File: config.mk
export PLATFORM = sky130hd
export DESIGN_NAME = wrmc_top
export DESIGN_NICKNAME = d
export VERILOG_FILES = /design/src/include/wrmc_pkg.sv /design/src/include/wrmc_fifo_if.sv /design/src/hw/wrmc_edge.sv /design/src/hw/wrmc_fifo.sv /design/src/hw/wrmc_top.sv
export SDC_FILE = /design/constraint.sdc
export NUM_CORES = 1
export LEC_CHECK = 0
export BUFFER_PORTS_ARGS = -buffer_cell sky130_fd_sc_hd__buf_2
export CAP_MARGIN = 10
export CORE_ASPECT_RATIO = 0.9
export CORE_MARGIN = 2
export CORE_UTILIZATION = 65
export CTS_BUF_LIST = sky130_fd_sc_hd__clkbuf_8
export DETAILED_ROUTE_END_ITERATION = 12
export MAX_ROUTING_LAYER = met4
export PLACE_DENSITY = 0.89
export SLEW_MARGIN = 20
export SYNTH_ARGS = -nofsm -noshare
export SYNTH_HDL_FRONTEND = slang
export SYNTH_SLANG_ARGS = --single-unit
File: constraint.sdc
create_clock -name I_SYS_CLK -period 3.88 [get_ports I_SYS_CLK]
set_input_delay 0 -clock I_SYS_CLK [delete_from_list [all_inputs] [get_ports I_SYS_CLK]]
set_output_delay 0 -clock I_SYS_CLK [all_outputs]
set_load 0.02 [all_outputs]
File: src/include/wrmc_pkg.sv
// constants and types shared by the waveform run-mode control block
package wrmc_pkg;
    // ------------------------------------------------------------------
    // widths and depths
    // ------------------------------------------------------------------
    localparam int ADDR_W     = 8;
    localparam int DATA_W     = 32;
    localparam int SAMPLE_W   = 16;
    localparam int MEM_DEPTH  = 64;
    localparam int PTR_W      = 6;
    localparam int FIFO_DEPTH = 16;
    localparam int PEND_W     = 4;

    // ------------------------------------------------------------------
    // register byte addresses
    // ------------------------------------------------------------------
    localparam logic [ADDR_W-1:0] OFS_CTRL   = 8'h00;
    localparam logic [ADDR_W-1:0] OFS_FORCE  = 8'h04;
    localparam logic [ADDR_W-1:0] OFS_LAST   = 8'h08;
    localparam logic [ADDR_W-1:0] OFS_WADDR  = 8'h0c;
    localparam logic [ADDR_W-1:0] OFS_WDATA  = 8'h10;
    localparam logic [ADDR_W-1:0] OFS_STATUS = 8'h14;

    // ------------------------------------------------------------------
    // field positions and reset values
    // ------------------------------------------------------------------
    localparam int CTRL_RUN_BIT  = 0;
    localparam int CTRL_OEN_BIT  = 1;
    localparam int CTRL_MODE_LSB = 2;
    localparam int CTRL_POL_BIT  = 4;
    localparam int FORCE_BIT     = 0;
    localparam int ST_PLAY_BIT   = 2;
    localparam int ST_PEND_LSB   = 4;
    localparam logic [PTR_W-1:0]  LAST_RST = 6'h3f;
    localparam logic [PEND_W-1:0] PEND_MAX = 4'hf;

    // ------------------------------------------------------------------
    // enumerations
    // ------------------------------------------------------------------
    typedef enum logic [1:0] {
        MODE_CONT  = 2'b00,
        MODE_TRIG  = 2'b01,
        MODE_GATED = 2'b10
    } wrmc_mode_e;

    typedef enum logic [0:0] {
        ST_IDLE = 1'b0,
        ST_PLAY = 1'b1
    } wrmc_state_e;
endpackage : wrmc_pkg

File: src/include/wrmc_fifo_if.sv
// sample stream between the sequencer and the fifo
`timescale 1ns/1ps
interface wrmc_fifo_if;
    import wrmc_pkg::*;
    logic                flush;
    logic                push_valid;
    logic                push_ready;
    logic [SAMPLE_W-1:0] push_data;
    logic                pop_valid;
    logic                pop_ready;
    logic [SAMPLE_W-1:0] pop_data;
    logic [4:0]          level;

    modport user (output flush, push_valid, push_data, pop_ready,
                  input  push_ready, pop_valid, pop_data, level);
    modport fifo (input  flush, push_valid, push_data, pop_ready,
                  output push_ready, pop_valid, pop_data, level);
endinterface : wrmc_fifo_if

File: src/hw/wrmc_edge.sv
// registered level with rising and falling edge pulses
`timescale 1ns/1ps
module wrmc_edge #(
    parameter logic RST_LVL = 1'b0
) (
    input  wire logic i_clk,
    input  wire logic i_rst_n,
    input  wire logic i_lvl,
    output logic      o_lvl,
    output logic      o_rise,
    output logic      o_fall
);
    logic lvl_r;

    always_ff @(posedge i_clk or negedge i_rst_n) begin
        if (!i_rst_n) begin
            lvl_r <= RST_LVL;
        end else begin
            lvl_r <= i_lvl;
        end
    end

    assign o_lvl  = lvl_r;
    assign o_rise = i_lvl & ~lvl_r;
    assign o_fall = ~i_lvl & lvl_r;
endmodule : wrmc_edge

File: src/hw/wrmc_fifo.sv
// sample fifo with flush, valid/ready on both sides
`timescale 1ns/1ps
module wrmc_fifo #(
    parameter int WIDTH = 16,
    parameter int DEPTH = 16
) (
    input  wire logic   i_clk,
    input  wire logic   i_rst_n,
    wrmc_fifo_if.fifo   f
);
    localparam int AW = $clog2(DEPTH);

    logic [WIDTH-1:0] mem [DEPTH];
    logic [AW-1:0]    wp_r;
    logic [AW-1:0]    rp_r;
    logic [AW:0]      cnt_r;
    wire              do_push = f.push_valid & f.push_ready;
    wire              do_pop  = f.pop_valid & f.pop_ready;

    // full compare must keep the count's top bit, or an empty fifo reads as full
    assign f.push_ready = (cnt_r != (AW+1)'(DEPTH)) & ~f.flush;
    assign f.pop_valid  = (cnt_r != '0) & ~f.flush;
    assign f.pop_data   = mem[rp_r];
    assign f.level      = 5'(cnt_r);

    always_ff @(posedge i_clk) begin
        if (do_push) begin
            mem[wp_r] <= f.push_data;
        end
    end

    always_ff @(posedge i_clk or negedge i_rst_n) begin
        if (!i_rst_n) begin
            wp_r  <= '0;
            rp_r  <= '0;
            cnt_r <= '0;
        end else if (f.flush) begin
            wp_r  <= '0;
            rp_r  <= '0;
            cnt_r <= '0;
        end else begin
            wp_r  <= do_push ? AW'(wp_r + 1'b1) : wp_r;
            rp_r  <= do_pop ? AW'(rp_r + 1'b1) : rp_r;
            cnt_r <= (AW+1)'(cnt_r + do_push - do_pop);
        end
    end
endmodule : wrmc_fifo

File: src/hw/wrmc_top.sv
// run-mode control: waveform store, sequencer, fifo and output stage
//
// Implementation choices: the address-and-strobe port and the register offsets.
`timescale 1ns/1ps

// Summary of operation
// - continuous mode replays the stored waveform endlessly once run and output are on.
// - triggered mode plays one whole waveform cycle per force-trigger press.
// - triggered mode plays one whole waveform cycle per qualifying external trigger edge.
// - gated mode plays continuously while force-trigger is held.
// - gated mode stops output once force-trigger is released and the external gate is closed.
// - gated, positive polarity: output only while external gate is high or force-trigger is held.
// - polarity setting; negative inverts the sense of the trigger/gate input.
// - gated, negative polarity: output only while external gate is low or force-trigger is held.
module wrmc_top
    import wrmc_pkg::*;
(
    input  wire logic                I_SYS_CLK,
    input  wire logic                I_RESET_N,
    input  wire logic [ADDR_W-1:0]   I_ADDR,
    input  wire logic [DATA_W-1:0]   I_WDATA,
    input  wire logic                I_WR,
    input  wire logic                I_RD,
    output logic      [DATA_W-1:0]   O_RDATA,
    input  wire logic                I_EXTERNAL_TRIGGER_INPUT,
    input  wire logic                I_DAC_READY,
    output logic      [SAMPLE_W-1:0] O_MAIN_ANALOG_OUTPUT,
    output logic                     O_DAC_VALID,
    output logic                     O_RUN_LED,
    output logic                     O_OUT_LED
);
    // ------------------------------------------------------------------
    // register file
    // ------------------------------------------------------------------
    logic                run_r;
    logic                oen_r;
    wrmc_mode_e          mode_r;
    logic                pol_r;
    logic                force_r;
    logic [PTR_W-1:0]    last_r;
    logic [PTR_W-1:0]    waddr_r;
    logic [SAMPLE_W-1:0] wave [MEM_DEPTH];
    logic [DATA_W-1:0]   rdata_r;

    wire wr_ctrl  = I_WR & (I_ADDR == OFS_CTRL);
    wire wr_force = I_WR & (I_ADDR == OFS_FORCE);
    wire wr_last  = I_WR & (I_ADDR == OFS_LAST);
    wire wr_waddr = I_WR & (I_ADDR == OFS_WADDR);
    wire wr_wdata = I_WR & (I_ADDR == OFS_WDATA);

    always_ff @(posedge I_SYS_CLK or negedge I_RESET_N) begin
        if (!I_RESET_N) begin
            run_r   <= 1'b0;
            oen_r   <= 1'b0;
            mode_r  <= MODE_CONT;
            pol_r   <= 1'b0;
            force_r <= 1'b0;
            last_r  <= LAST_RST;
            waddr_r <= '0;
        end else begin
            if (wr_ctrl) begin
                run_r  <= I_WDATA[CTRL_RUN_BIT];
                oen_r  <= I_WDATA[CTRL_OEN_BIT];
                mode_r <= wrmc_mode_e'(I_WDATA[CTRL_MODE_LSB +: 2]);
                pol_r  <= I_WDATA[CTRL_POL_BIT];
            end
            if (wr_force) begin
                force_r <= I_WDATA[FORCE_BIT];
            end
            if (wr_last) begin
                last_r <= I_WDATA[PTR_W-1:0];
            end
            if (wr_waddr) begin
                waddr_r <= I_WDATA[PTR_W-1:0];
            end else if (wr_wdata) begin
                waddr_r <= PTR_W'(waddr_r + 1'b1);
            end
        end
    end

    // loading while playing is allowed; the replay simply picks up new words
    always_ff @(posedge I_SYS_CLK) begin
        if (wr_wdata) begin
            wave[waddr_r] <= I_WDATA[SAMPLE_W-1:0];
        end
    end

    // ------------------------------------------------------------------
    // trigger and gate qualification
    // ------------------------------------------------------------------
    logic ext_lvl;
    logic ext_rise;
    logic ext_fall;
    logic frc_rise;

    wrmc_edge #(.RST_LVL(1'b0)) u_ext_edge (
        .i_clk   (I_SYS_CLK),
        .i_rst_n (I_RESET_N),
        .i_lvl   (I_EXTERNAL_TRIGGER_INPUT),
        .o_lvl   (ext_lvl),
        .o_rise  (ext_rise),
        .o_fall  (ext_fall)
    );

    wrmc_edge #(.RST_LVL(1'b0)) u_frc_edge (
        .i_clk   (I_SYS_CLK),
        .i_rst_n (I_RESET_N),
        .i_lvl   (force_r),
        .o_lvl   (),
        .o_rise  (frc_rise),
        .o_fall  ()
    );

    wire enabled   = run_r & oen_r;
    wire is_cont   = (mode_r == MODE_CONT);
    wire is_trig   = (mode_r == MODE_TRIG);
    wire is_gated  = (mode_r == MODE_GATED);
    wire ext_qual  = pol_r ? ext_fall : ext_rise;
    wire ext_gate  = ext_lvl ^ pol_r;
    wire gate_act  = force_r | ext_gate;
    wire drain_ok  = enabled & (~is_gated | gate_act);
    wire flush     = ~drain_ok;

    // ------------------------------------------------------------------
    // pending trigger count
    // ------------------------------------------------------------------
    // a trigger landing in the cycle that ends a replay still counts
    logic [PEND_W-1:0] pend_r;
    logic [PEND_W-1:0] pend_nxt;
    wrmc_state_e       state_r;
    wrmc_state_e       state_nxt;
    logic [PTR_W-1:0]  rd_ptr_r;
    logic [PTR_W-1:0]  rd_ptr_nxt;

    wrmc_fifo_if ff ();

    wire         push     = ff.push_valid & ff.push_ready;
    wire         cyc_end  = push & (rd_ptr_r == last_r);
    wire [1:0]   trig_inc = 2'(is_trig & frc_rise) + 2'(is_trig & ext_qual);
    wire         trig_dec = is_trig & cyc_end;
    wire [PEND_W+1:0] pend_sum = (PEND_W+2)'(pend_r) + (PEND_W+2)'(trig_inc)
                               - (PEND_W+2)'(trig_dec);

    assign pend_nxt = ~enabled ? '0 :
                      (pend_sum > (PEND_W+2)'(PEND_MAX)) ? PEND_MAX :
                      pend_sum[PEND_W-1:0];

    // ------------------------------------------------------------------
    // sequencer
    // ------------------------------------------------------------------
    wire play_go = enabled & (is_cont | (is_gated & gate_act)
                              | (is_trig & (pend_r != '0)));

    always_comb begin
        state_nxt  = state_r;
        rd_ptr_nxt = rd_ptr_r;
        case (state_r)
            ST_IDLE: begin
                rd_ptr_nxt = '0;
                if (play_go) begin
                    state_nxt = ST_PLAY;
                end
            end
            ST_PLAY: begin
                if (cyc_end) begin
                    rd_ptr_nxt = '0;
                    if (is_trig & (pend_nxt == '0)) begin
                        state_nxt = ST_IDLE;
                    end
                end else if (push) begin
                    rd_ptr_nxt = PTR_W'(rd_ptr_r + 1'b1);
                end
            end
            default: begin
                state_nxt = ST_IDLE;
            end
        endcase
        if (flush) begin
            state_nxt  = ST_IDLE;
            rd_ptr_nxt = '0;
        end
    end

    always_ff @(posedge I_SYS_CLK or negedge I_RESET_N) begin
        if (!I_RESET_N) begin
            state_r  <= ST_IDLE;
            rd_ptr_r <= '0;
            pend_r   <= '0;
        end else begin
            state_r  <= state_nxt;
            rd_ptr_r <= rd_ptr_nxt;
            pend_r   <= pend_nxt;
        end
    end

    // ------------------------------------------------------------------
    // fifo and output stage
    // ------------------------------------------------------------------
    // the fifo stalls the sequencer when the converter holds ready low
    logic                out_vld_r;
    logic [SAMPLE_W-1:0] out_dat_r;

    assign ff.flush      = flush;
    assign ff.push_valid = (state_r == ST_PLAY);
    assign ff.push_data  = wave[rd_ptr_r];
    assign ff.pop_ready  = drain_ok & (~out_vld_r | I_DAC_READY);

    wrmc_fifo #(.WIDTH(SAMPLE_W), .DEPTH(FIFO_DEPTH)) u_fifo (
        .i_clk   (I_SYS_CLK),
        .i_rst_n (I_RESET_N),
        .f       (ff.fifo)
    );

    wire pop = ff.pop_valid & ff.pop_ready;

    always_ff @(posedge I_SYS_CLK or negedge I_RESET_N) begin
        if (!I_RESET_N) begin
            out_vld_r <= 1'b0;
            out_dat_r <= '0;
        end else if (flush) begin
            out_vld_r <= 1'b0;
        end else if (pop) begin
            out_vld_r <= 1'b1;
            out_dat_r <= ff.pop_data;
        end else if (I_DAC_READY) begin
            out_vld_r <= 1'b0;
        end
    end

    // ------------------------------------------------------------------
    // read port and indicators
    // ------------------------------------------------------------------
    wire [DATA_W-1:0] ctrl_rd  = DATA_W'({pol_r, mode_r, oen_r, run_r});
    wire [DATA_W-1:0] stat_rd  = DATA_W'({ff.level, pend_r, 1'b0,
                                          state_r == ST_PLAY, oen_r, run_r});
    wire [DATA_W-1:0] rd_mux   =
        (I_ADDR == OFS_CTRL)   ? ctrl_rd :
        (I_ADDR == OFS_FORCE)  ? DATA_W'(force_r) :
        (I_ADDR == OFS_LAST)   ? DATA_W'(last_r) :
        (I_ADDR == OFS_WADDR)  ? DATA_W'(waddr_r) :
        (I_ADDR == OFS_STATUS) ? stat_rd : '0;

    always_ff @(posedge I_SYS_CLK or negedge I_RESET_N) begin
        if (!I_RESET_N) begin
            rdata_r   <= '0;
            O_RUN_LED <= 1'b0;
            O_OUT_LED <= 1'b0;
        end else begin
            rdata_r   <= I_RD ? rd_mux : '0;
            O_RUN_LED <= run_r;
            O_OUT_LED <= oen_r;
        end
    end

    assign O_RDATA              = rdata_r;
    assign O_DAC_VALID          = out_vld_r;
    assign O_MAIN_ANALOG_OUTPUT = out_dat_r;
endmodule : wrmc_top

==> flow_summary.yaml <==
pwr:
  irDropWorstVdd_v: 0.0003391
  pwr-share-seq: 0.596
  power_frac_clock: 0.390
  power_leakage_nw: 18.90
  report.power.total_mw: 26.83
  switching_share: 0.2125
  pwr-share-comb: 0.013
  intPower_mw: 21.13
  p_switching_mw: 5.702
  power_density_nw_per_um2: 452.0
die:
  start_util: 0.6560
  placementRows: 99
  pin_count: 97
  core_area_um2: 81010
  fp.dieH_um: 275.3
  die_w_um: 305.4
  die-area_um2: 84070
synthesis:
  syn_area_per_cell_um2: 21.03
  ys_async_sr_fraction: 0.05605
  synth_area_um2: 53140
  synth-seq-cells: 1356
  synth_cell_type_count: 60
  netlist.area_leader.share: 0.7232
  ys.flop_type: "edfxtp_1"
  synth-edff-count: 1280
  synth.area.top_cells: "edfxtp_1, mux4_2, dfrtp_1, mux2i_1, mux2_2"
  yosysMostFrequentCell: "edfxtp_1"
  yosys.area.top_type: "edfxtp_1"
  yosys_warnings: 0
  synth-seq-area-share: 0.7592
  netlist_instances: 2527
  yosys-top-cells-count: "edfxtp_1, mux4_2, nor2_1"
layout:
  fin_nets: 2888
  syn2layout_area_growth_pct: 11.70
  layout-drive-gt1-share: 0.2870
  final_cells: 4041
placed_design:
  dpl.cell_count: 3642
  place_hpwl_mm: 70.68
  portBuffers: 61
  place_congestion: 0.8928
timing:
  max_slew_margin: 0.2548
  worstMarginPinSlew_ns: 1.118
  fin_ws_ns: -0.03015
  setup_viol: 16
  finalHoldViolations: 0
  fin_skew_ns: 0.03914
  drv_slew: 0
  fin_crit_sh: 1.008
  layout_min_cycle_time_ns: 3.910
  fmax_ghz: 0.2557
  rsz0062_at_grt: "false"
worst_setup_path:
  setup.worst_path.class: "register to register"
  worst-r2r-cell-count: 7
  critPathRequiredTime_ns: 4.36
  path_max_fanout: 65
  startpoint_type: "register"
  critPathCaptureType: "register"
  arrival_ns: 4.40
global_route:
  grt_pass1_wl_mm: 190.3
  grt_pass1_vias: 28770
  grt_antenna_before_repair: 2
  grt-ovfl-total: 0
  grt_start_max_net_pins: 138
  track_usage: 0.3251
cts:
  clock_path_buffers: 3
  cts_sinks: 1356
  numCtsBuffers: 194
  cts_root_buf: "clkbuf_8"
  clk_latency_ns: 0.85
  path_clk_slew_ns: 0.07
  cts_tree: "yes"
  htreeDepth: 4
drt:
  vias: 28350
  postRouteAntennaNets: 0
  wire_per_inst_um: 32.30
  routed_wl_mm: 130.5
  firstDrtPassIters: 6
  drc: 0
  viasPerCell: 7.014
  drtIter0Drc: 4444
status:
  violations: "setup timing"
  status: "finished with violations"
worst_hold_path:
  holdPathStages: 3
  worstHoldPathType: "primary input to register"
flow_run:
  drv_cap: 0
## final timing paths
path	slack (ns)	startpoint	end
min in group asynchronous	0.30	I_RESET_N	last_r[1]$_DFFE_PN1P_
max reg2reg	-0.03	rd_ptr_r[1]$_DFFE_PN0P_	u_fifo.mem[12][6]$_DFFE_PP_
min	0.10	I_RD	O_RDATA[3]$_DFF_PN0_
min reg2reg	0.50	force_r$_DFFE_PN0P_	u_frc_edge.o_lvl$_DFF_PN0_
max	-0.03	rd_ptr_r[1]$_DFFE_PN0P_	u_fifo.mem[12][6]$_DFFE_PP_
max in group asynchronous	3.16	I_RESET_N	rd_ptr_r[1]$_DFFE_PN0P_
## power groups by stage
stage / Clock, mW / Combinational (mW) / Sequential [mW]
global placement: 0 / 0.278 / 16.3
floorplan: 0 / 0.0940 / 16.3
global route: 11.1 / 0.381 / 16.0
CTS: 10.5 / 0.343 / 16.0
detailed placement: 0 / 0.310 / 16.3
finish: 10.5 / 0.362 / 16.0
## what timing repair did
| item | in CTS | in global routing |
|---|---|---|
| resized for setup | 0 | 7 |
| setup endpoints to repair | 0 | 5 |
| setup buffers | 0 | 2 |
| hold endpoints to repair | 794 | 192 |
| hold buffers | 38 | 3 |
## worst max-delay path, stage by stage (launching register included)
cell       delay [ns]
dfrtp_4          0.46
buf_12           0.41
or3b_2           0.42
buf_4            0.35
nor2_1           0.09
a2111oi_0        0.90
a21oi_1          0.38
o211a_1          0.52
## through the flow
stage                     setup WS, ns  hold WS, ns  cell area [um2]    util  TNS, ns
after CTS                      0.03312     0.003338            59240  0.7313        0
after floorplan                 0.3340      -0.2956            53210       -        0
after global routing           0.01071      0.09826            59360  0.7328        0
after detailed placement        0.1662       0.1619            55290  0.6825        0
after global placement          0.2783       0.1624            55290  0.6825        0
final                         -0.03015       0.1036            59360  0.7328  -0.1170
## layout by cell type (no fill, tap or decap), types with 17 or more instances in the layout
cell and n:
a21oi_1 28, a22oi_1 20, buf_2 51, buf_4 135, clkbuf_8 197, clkinv_1 44
clkinv_2 22, conb_1 19, dfrtp_1 64, dlygate4sd3_1 40, edfxtp_1 1280, ha_1 17
inv_1 97, mux2_2 80, mux2i_1 116, mux4_2 304, nand2_1 63, nor2_1 130
o211ai_1 17, xor2_1 17
## area by class of cell
type / instances / area, um2
Multi-Input combinational cell: 1006 / 12120
Antenna cell: 2 / 5.005
Clock inverter: 157 / 840.8
Sequential cell: 1356 / 40370
Inverter: 26 / 97.59
Fill cell: 4018 / 21650
Clock buffer: 197 / 2711
Timing Repair Buffer: 237 / 1897
Tap cell: 1060 / 1326
## cells by family after synthesis
family                   count (synthesis)  synth area share
multiplexers                           500            0.1676
adder cells (fa/ha/maj)                 21          0.005368
XOR/XNOR                                25          0.004120
buffers and inverters                  183           0.01566
AND/OR/NAND/NOR                        278           0.02491
other                                    1        0.00007056
AO/OA/AOI/OAI                          163           0.02307
flip-flops                            1356            0.7592
## flip-flops by register name (all words and copies together), names as in the netlist, 2 cells and up
| register | flops |
|---|---|
| wave | 1024 |
| u_fifo.mem | 256 |
| O_MAIN_ANALOG_OUTPUT | 16 |
| O_RDATA | 13 |
| last_r | 6 |
| rd_ptr_r | 6 |
| waddr_r | 6 |
| u_fifo.f.level | 5 |
| pend_r | 4 |
| u_fifo.rp_r | 4 |
| u_fifo.wp_r | 4 |
| mode_r | 2 |
## layer usage
layer | vias up | wire length, um | track usage | part of all wire
met5 | - | 0 | - | 0
met4 | 0 | 6201 | 0.1407 | 0.048
met3 | 466 | 16980 | 0.07740 | 0.13
met2 | 2579 | 63580 | 0.5102 | 0.49
met1 | 14320 | 43750 | 0.4143 | 0.34
li1 | 10980 | - | - | -
Power figures use the tool's default switching activity.
